**config.mk**
```make
export PLATFORM = sky130hd
export DESIGN_NAME = srb_status_readback_bank
export DESIGN_NICKNAME = d
export VERILOG_FILES = /design/src/rtl/srb_pkg.sv /design/src/rtl/srb_status_readback_bank.sv
export SDC_FILE = /design/constraint.sdc
export NUM_CORES = 1
export LEC_CHECK = 0
export ABC_AREA = 1
export BUFFER_PORTS_ARGS = -buffer_cell sky130_fd_sc_hd__buf_2
export CAP_MARGIN = 10
export CORE_MARGIN = 2
export CORE_UTILIZATION = 45
export DETAILED_ROUTE_END_ITERATION = 16
export PLACE_DENSITY = 0.8
export SYNTH_ARGS = -nofsm -noshare
export SYNTH_HDL_FRONTEND = slang
export SYNTH_SLANG_ARGS = --single-unit
```
**constraint.sdc**
```tcl
create_clock -name clk -period 1.3 [get_ports clk]
set_input_delay 0.065 -clock clk [delete_from_list [all_inputs] [get_ports clk]]
set_output_delay 0.065 -clock clk [all_outputs]
set_load 0.005 [all_outputs]
```
**src/rtl/srb_pkg.sv**
```systemverilog
// Package for the status readback bank
package srb_pkg;
	localparam logic [15:0] ADDR_OSC2_PHASE_LO = 16'h03A4;
	localparam logic [15:0] ADDR_OSC2_PHASE_HI = 16'h03A5;
	localparam logic [15:0] ADDR_OSC3_PHASE_LO = 16'h03A6;
	localparam logic [15:0] ADDR_OSC3_PHASE_HI = 16'h03A7;
	localparam logic [15:0] ADDR_HOP_SYNC      = 16'h03E0;
	localparam logic [15:0] ADDR_HOP_ACCUM     = 16'h03E1;
	localparam logic [15:0] ADDR_DIE_TEMP      = 16'h0400;
	localparam logic [15:0] ADDR_TEMP_SLEEP    = 16'h0401;
	localparam int          HOP_SYNC_BIT       = 7;
	localparam int          ACCUM_MSB          = 3;
	localparam int          SLEEP_BIT          = 0;
	localparam logic [7:0]  SLEEP_RESET        = 8'h00;
	localparam logic [7:0]  READ_RESET         = 8'h00;
	localparam logic [7:0]  TEMP_OFFSET_C      = 8'h50;

	typedef struct packed {
		logic        rdEn;
		logic        wrEn;
		logic [15:0] addr;
		logic [7:0]  wrData;
	} srb_req_t;

	typedef struct packed {
		logic        valid;
		logic        syncFlag;
		logic [3:0]  accumReset;
	} srb_hop_t;
endpackage

```
**src/rtl/srb_status_readback_bank.sv**
```systemverilog
// Read-only status readback bank with sensor sleep control
`timescale 1ns/1ns
// Functional notes
// - Oscillator two phase word readable, 16 bits
// - Oscillator three phase word readable, 16 bits
// - Each phase byte sampled when read, no latching
// - Sync byte bit 7 holds last hop flag
// - Accum-reset byte bits 3:0 hold last value
// - Temperature code unsigned, Celsius is code minus 80
// - Temperature valid only while sleep is clear
// - Sleep bit stops conversions, resets to zero
module srb_status_readback_bank
	import srb_pkg::*;
(
	input  wire logic        clk,
	input  wire logic        rst_n,
	input  wire logic        clkEn,
	input  wire srb_req_t    req,
	input  wire logic [15:0] osc2Phase,
	input  wire logic [15:0] osc3Phase,
	input  wire srb_hop_t    hopTxn,
	input  wire logic [7:0]  tempCode,
	input  wire logic        tempCodeValid,
	output logic [7:0]       rdData_q,
	output logic             rdValid_q,
	output logic             tempSensorSleep_q,
	output logic             tempDataValid_q
);
	logic       hopSyncFlag_q;
	logic [3:0] hopAccumReset_q;
	logic [7:0] dieTemp_q;
	logic [7:0] rdData_d;

	// Snapshot of last fast reconfiguration transaction
	always_ff @(posedge clk or negedge rst_n) begin
		if (!rst_n) begin
			hopSyncFlag_q   <= 1'b0;
			hopAccumReset_q <= 4'h0;
		end else if (clkEn && hopTxn.valid) begin
			hopSyncFlag_q   <= hopTxn.syncFlag;
			hopAccumReset_q <= hopTxn.accumReset;
		end
	end

	// Sleep control register
	always_ff @(posedge clk or negedge rst_n) begin
		if (!rst_n) begin
			tempSensorSleep_q <= SLEEP_RESET[SLEEP_BIT];
		end else if (clkEn && req.wrEn && req.addr == ADDR_TEMP_SLEEP) begin
			tempSensorSleep_q <= req.wrData[SLEEP_BIT];
		end
	end

	// Temperature capture, frozen while asleep
	always_ff @(posedge clk or negedge rst_n) begin
		if (!rst_n) begin
			dieTemp_q       <= 8'h00;
			tempDataValid_q <= 1'b0;
		end else if (clkEn) begin
			if (tempSensorSleep_q) begin
				tempDataValid_q <= 1'b0;
			end else if (tempCodeValid) begin
				dieTemp_q       <= tempCode;
				tempDataValid_q <= 1'b1;
			end
		end
	end

	// Read decode, live byte sampling
	always_comb begin
		rdData_d = READ_RESET;
		if (req.addr == ADDR_OSC2_PHASE_LO) begin
			rdData_d = osc2Phase[7:0];
		end else if (req.addr == ADDR_OSC2_PHASE_HI) begin
			rdData_d = osc2Phase[15:8];
		end else if (req.addr == ADDR_OSC3_PHASE_LO) begin
			rdData_d = osc3Phase[7:0];
		end else if (req.addr == ADDR_OSC3_PHASE_HI) begin
			rdData_d = osc3Phase[15:8];
		end else if (req.addr == ADDR_HOP_SYNC) begin
			rdData_d = {hopSyncFlag_q, 7'h00};
		end else if (req.addr == ADDR_HOP_ACCUM) begin
			rdData_d = {4'h0, hopAccumReset_q};
		end else if (req.addr == ADDR_DIE_TEMP) begin
			rdData_d = dieTemp_q;
		end else if (req.addr == ADDR_TEMP_SLEEP) begin
			rdData_d = {7'h00, tempSensorSleep_q};
		end
	end

	// Read answer register
	always_ff @(posedge clk or negedge rst_n) begin
		if (!rst_n) begin
			rdData_q  <= READ_RESET;
			rdValid_q <= 1'b0;
		end else if (clkEn) begin
			rdValid_q <= req.rdEn;
			if (req.rdEn) begin
				rdData_q <= rdData_d;
			end
		end
	end

	chk_osc2_lo_live: assert property (
		@(posedge clk) disable iff (!rst_n)
		clkEn && req.rdEn && req.addr == ADDR_OSC2_PHASE_LO
		|=> rdValid_q && rdData_q == $past(osc2Phase[7:0]))
		else $error("osc2 low byte mismatch");

	chk_byte_no_latch: assert property (
		@(posedge clk) disable iff (!rst_n)
		clkEn && req.rdEn && req.addr == ADDR_OSC2_PHASE_HI
		|=> rdData_q == $past(osc2Phase[15:8]))
		else $error("phase byte not sampled live");

	chk_osc3_lo_live: assert property (
		@(posedge clk) disable iff (!rst_n)
		clkEn && req.rdEn && req.addr == ADDR_OSC3_PHASE_LO
		|=> rdData_q == $past(osc3Phase[7:0]))
		else $error("osc3 low byte mismatch");

	chk_osc3_hi_live: assert property (
		@(posedge clk) disable iff (!rst_n)
		clkEn && req.rdEn && req.addr == ADDR_OSC3_PHASE_HI
		|=> rdData_q == $past(osc3Phase[15:8]))
		else $error("osc3 high byte mismatch");

	chk_read_answer: assert property (
		@(posedge clk) disable iff (!rst_n)
		clkEn && req.rdEn
		|=> rdValid_q)
		else $error("read not answered");

	chk_valid_pulse: assert property (
		@(posedge clk) disable iff (!rst_n)
		clkEn && !req.rdEn
		|=> !rdValid_q)
		else $error("read valid without read");

	chk_data_hold: assert property (
		@(posedge clk) disable iff (!rst_n)
		!(clkEn && req.rdEn)
		|=> $stable(rdData_q))
		else $error("read data changed without read");

	chk_sync_reserved: assert property (
		@(posedge clk) disable iff (!rst_n)
		clkEn && req.rdEn && req.addr == ADDR_HOP_SYNC
		|=> rdData_q[6:0] == 7'h00 && rdData_q[HOP_SYNC_BIT] == $past(hopSyncFlag_q))
		else $error("sync snapshot byte wrong");

	chk_sync_snap: assert property (
		@(posedge clk) disable iff (!rst_n)
		clkEn && hopTxn.valid
		|=> hopSyncFlag_q == $past(hopTxn.syncFlag))
		else $error("sync flag snapshot not taken");

	chk_sync_hold: assert property (
		@(posedge clk) disable iff (!rst_n)
		!(clkEn && hopTxn.valid)
		|=> $stable(hopSyncFlag_q))
		else $error("sync flag snapshot changed");

	chk_accum_snap: assert property (
		@(posedge clk) disable iff (!rst_n)
		clkEn && hopTxn.valid
		|=> hopAccumReset_q == $past(hopTxn.accumReset))
		else $error("accum reset snapshot not taken");

	chk_accum_hold: assert property (
		@(posedge clk) disable iff (!rst_n)
		!(clkEn && hopTxn.valid)
		|=> $stable(hopAccumReset_q))
		else $error("accum reset snapshot changed");

	chk_accum_read: assert property (
		@(posedge clk) disable iff (!rst_n)
		clkEn && req.rdEn && req.addr == ADDR_HOP_ACCUM
		|=> rdData_q[ACCUM_MSB:0] == $past(hopAccumReset_q))
		else $error("accum reset read wrong");

	chk_accum_reserved: assert property (
		@(posedge clk) disable iff (!rst_n)
		clkEn && req.rdEn && req.addr == ADDR_HOP_ACCUM
		|=> rdData_q[7:4] == 4'h0)
		else $error("reserved bits not zero");

	chk_temp_read: assert property (
		@(posedge clk) disable iff (!rst_n)
		clkEn && req.rdEn && req.addr == ADDR_DIE_TEMP
		|=> rdData_q == $past(dieTemp_q))
		else $error("temperature read wrong");

	chk_temp_capture: assert property (
		@(posedge clk) disable iff (!rst_n)
		clkEn && !tempSensorSleep_q && tempCodeValid
		|=> dieTemp_q == $past(tempCode) && tempDataValid_q)
		else $error("temperature not captured");

	chk_sleep_invalid: assert property (
		@(posedge clk) disable iff (!rst_n)
		clkEn && tempSensorSleep_q
		|=> !tempDataValid_q)
		else $error("temperature valid while asleep");

	chk_sleep_frozen: assert property (
		@(posedge clk) disable iff (!rst_n)
		tempSensorSleep_q && $stable(tempSensorSleep_q)
		|=> $stable(dieTemp_q))
		else $error("conversion ran while asleep");

	chk_sleep_write: assert property (
		@(posedge clk) disable iff (!rst_n)
		clkEn && req.wrEn && req.addr == ADDR_TEMP_SLEEP
		|=> tempSensorSleep_q == $past(req.wrData[SLEEP_BIT]))
		else $error("sleep write not taken");

	chk_sleep_hold: assert property (
		@(posedge clk) disable iff (!rst_n)
		!(clkEn && req.wrEn && req.addr == ADDR_TEMP_SLEEP)
		|=> $stable(tempSensorSleep_q))
		else $error("sleep bit changed without write");

	chk_sleep_read: assert property (
		@(posedge clk) disable iff (!rst_n)
		clkEn && req.rdEn && req.addr == ADDR_TEMP_SLEEP
		|=> rdData_q == {7'h00, $past(tempSensorSleep_q)})
		else $error("sleep byte read wrong");

	chk_unmapped_zero: assert property (
		@(posedge clk) disable iff (!rst_n)
		clkEn && req.rdEn
		&& req.addr != ADDR_OSC2_PHASE_LO && req.addr != ADDR_OSC2_PHASE_HI
		&& req.addr != ADDR_OSC3_PHASE_LO && req.addr != ADDR_OSC3_PHASE_HI
		&& req.addr != ADDR_HOP_SYNC && req.addr != ADDR_HOP_ACCUM
		&& req.addr != ADDR_DIE_TEMP && req.addr != ADDR_TEMP_SLEEP
		|=> rdData_q == READ_RESET)
		else $error("unmapped read not zero");
endmodule

```
Word-level counts from Yosys, hierarchy flattened
Cells that the tools add are included.
W data, S select, Z words.
- bits in registers: 24
- input bits: 76
- output and inout port bits: 11
- equality and inequality tests: 8
- muxes and demuxes: 10
- bitwise logic cells: 1
- reductions and logical operators: 7
- operator list (kind ; count):
    $eq A16 B10 Y1 const B ; 6
    $mux W8 ; 7
    $eq A16 B11 Y1 const B ; 2
    $reduce_and A2 Y1 ; 2
    $logic_and A1 B1 Y1 ; 3
    $mux W1 ; 3
    $reduce_and A3 Y1 ; 1
    $reduce_bool A2 Y1 ; 1
    $not A1 Y1 ; 1

Logic depth before layout (Yosys ltp)
- depth in word-level cells: 9
- gate-level depth with buffers: 11
- depth with buffers taken out: 11

Worst setup path after synthesis
OpenSTA, ideal clock, no wires.
- path kind: register to register
- from: reg tempSensorSleep_q
- to: reg dieTemp_q[0]
- data arrival time: 991 ps
- slack: 185 ps
- cell stages (with the launch flop): 4
- buffers on the path: 0
- period minus slack after synthesis: 1115 ps
- cells stage by stage: dfrtp_1 > inv_1 > nand2_1 > mux2_2
- longest elaborated chain between the ends: 2
- RTL lines (what ; RTL line ; text):
    start, declared ; srb_status_readback_bank.sv:26 ; output logic tempSensorSleep_q,
    start signal, assigned ; srb_status_readback_bank.sv:48 ; tempSensorSleep_q <= SLEEP_RESET[SLEEP_BIT];
    start signal, assigned ; srb_status_readback_bank.sv:50 ; tempSensorSleep_q <= req.wrData[SLEEP_BIT];
    $not A1 Y1 (no line) ; - ;
    $reduce_and A3 Y1 (no line) ; - ;
    end signal, assigned ; srb_status_readback_bank.sv:63 ; dieTemp_q <= tempCode;
    end, declared ; srb_status_readback_bank.sv:31 ; logic [7:0] dieTemp_q;
Every way passes these cells.
A chain may end at the register's enable or synchronous reset.

Worst setup path after layout
- from: reg tempSensorSleep_q
- to: reg dieTemp_q[2]
The elaborated chain is that of the path after synthesis.

==> impl_metrics.ini <==
[clocking]
cts_setup_buffers = 0
cts.htree.levels = 1
numCtsBuffers = 3
ctsHoldBuffers = 15
tritoncts = yes
cts_resized = 0
clk_pin_slew_worst_paths_ps = 130
root_buffer = clkbuf_4
cts.sink_count = 24
clockBufferDepth = 2
insertion_delay_ps = 310

[layout]
drive_gt1_frac = 0.3905
num-fill-cells = 311
nNetsFinal = 392
antenna_cells = 0
post-route-util = 0.6718
final_area_um2 = 2295
syn_to_final_growth_pct = 40.11

[timing]
finalSetupViolCount = 0
finalHoldViolCount = 0
max_freq_ghz = 0.8422
fin_crit_ps = 1187
finalCritPeriodShare = 0.9133
rsz0062_at_grt = no
tightest_slew_ps = 526.3
finalMaxSlewViolations = 0
relSlewSlack = 0.6491
finalClockSkew_ps = 8.221

[job]
maxCapViolCount = 0

[synth]
synth_area_leader_cell = dfrtp_1
synth_nets = 291
yosys_warnings = 0
synth.cell_area_um2 = 1638
syn-instance-count = 215
synth_top_area_frac = 0.3667
syn_avg_cell_area_um2 = 7.618
yosysSeqAreaShare = 0.3667
ys_seq_elements = 24
synth_area_leaders = dfrtp_1, nand2_1, nand3_1
synthDistinctLibCells = 22

[floorplanning]
dieWidth_um = 64.33
dieArea_um2 = 4138
start_util = 0.4795
die-height_um = 64.33
ios = 87
rows = 21
core_region_area_um2 = 3416

[setup_path]
endpoint_kind = flip-flop
worstSetupPathType = reg2reg
slowest_delay_ps = 390
slowest_stage = mux2_2
cp.arrival_ps = 1400
cp.buffers_inverters = 1
cp_max_fo = 8
cpLargestDelayFamily = multiplexers
worstPathRequired_ps = 1510
crit_path_cell_trace = inv_1 -> nand2_1 -> mux2_2
critPathLaunchType = flip-flop

[placement]
placedInstanceArea_um2 = 2108
hpwl_um = 3421
routabilityCongestion = 0.8527
portBuffers = 79

[worst_hold_path]
holdCritPathClass = in2reg

[global_routing]
grt_pass1_vias = 1735
grt_usage = 0.2226
grt_max_degree = 25
grt_antenna_before_repair = 0
grt_remaining_overflow = 0
grt_pass1_wl_um = 7251

[routing]
routedWlPerCell_um = 12.04
drc = 0
drt-met1-wl_um = 1787
vias = 1781
wl_met3_um = 329
ant_nets = 0
first_pass_iters = 4
wl_met2_um = 2152
first_iter_violations = 72
top_layer = met4
vias_per_cell = 4.934
wl_um = 4347

[pwr]
power_density_nw_per_um2 = 633.0
total_power_w = 0.001453
ir_drop_uv = 541.6
total_leakage_power_nw = 1.313

[outcome]
status = finished clean
[kinds of logic (layout without fill, tap and decap cells)]
kind of cell,after synthesis,after routing,synth area share
multiplexers,13,13,0.08938
AND/OR/NAND/NOR,134,134,0.4209
AO/OA/AOI/OAI,14,14,0.04889
flip-flops,24,24,0.3667
buffers and inverters,30,130,0.07410
[through the flow]
step / worst slack (ps) / cells / TNS (ps) / hold WS (ps)
6_report: 112.7 / 361 / 0 / 47.73
5_1_grt: 46.74 / 361 / 0 / 65.13
4_1_cts: 114.4 / 361 / 0 / 38.42
3_5_place_dp: -21.20 / 342 / -67.01 / 79.20
3_3_place_gp: 4.126 / 342 / 0 / 75.13
2_1_floorplan: 184.7 / 215 / 0 / -230.6
[area by class of cell]
type | instances | area [um^2] | share of cell area
tap | 46 | 57.56 | 0.02508
inverter | 27 | 101.3 | 0.04417
sequential | 24 | 600.6 | 0.2617
timing repair buffer | 99 | 583.1 | 0.2541
clock buffer | 4 | 36.28 | 0.01581
multi-input combinational | 161 | 915.9 | 0.3991
[flip-flops by register name, summed over array words and instances (netlist names)]
register           count
dieTemp_q              8
rdData_q               8
hopAccumReset_q        4
hopSyncFlag_q          1
rdValid_q              1
tempDataValid_q        1
tempSensorSleep_q      1
[Yosys cell counts]
library cell	number
nor2_4	3
clkbuf_1	1
inv_1	24
nand3_1	32
nand4_1	9
dfrtp_1	24
nand2_2	2
o211ai_1	4
nand2_4	1
nor3_2	3
nand2_1	50
nor2_8	2
nand3b_4	1
nand3_2	1
o21ai_0	2
mux2_2	13
nor2_1	24
inv_2	3
nor2_2	6
a21oi_1	8
buf_2	1
buf_6	1
[tightest hold or removal path, stage by stage]
cell and delay, ps:
buf_2 100, nand4_1 100, a21oi_1 70
[power by group]
part           switching [W]  total [W]  leakage (nW)  internal, W
Clock               0.000214   0.000385        0.0210     0.000171
Sequential         0.0000142   0.000788         0.316     0.000774
Combinational       0.000131   0.000280         0.976     0.000148
Total               0.000359    0.00145          1.31      0.00109
[routing by layer]
metal  global-route usage  up-vias
met5                    0        -
met2               0.3984       62
met3              0.03345        8
met4              0.07713        0
met1               0.2707      802
li1                     -      909
[layout by cell type, fill, tap and decap left out, drive strengths merged]
master	synthesis	final
inv	27	27
dlygate4sd3	0	15
o21ai	2	2
o211ai	4	4
nor2	35	35
nand4	9	9
mux2	13	13
dfrtp	24	24
buf	2	84
clkbuf	1	4
a21oi	8	8
nand3b	1	1
nor3	3	3
nand3	33	33
nand2	53	53
[path summary, 6_finish.rpt]
check                                         startpoint                             to  slack (ps)  cells after the start
setup / recovery           tempSensorSleep_q$_DFFE_PN0P_       dieTemp_q[2]$_DFFE_PN0P_         110                      3
hold / removal                                   req[24]  tempSensorSleep_q$_DFFE_PN0P_          50                      3
setup reg to reg           tempSensorSleep_q$_DFFE_PN0P_       dieTemp_q[2]$_DFFE_PN0P_         110                      3
hold reg to reg                  rdData_q[5]$_DFFE_PN0P_        rdData_q[5]$_DFFE_PN0P_         490                      2
max in group asynchronous                          rst_n       dieTemp_q[6]$_DFFE_PN0P_         680                      2
min in group asynchronous                          rst_n       dieTemp_q[4]$_DFFE_PN0P_         270                      2
Power figures use the tool's default switching activity.
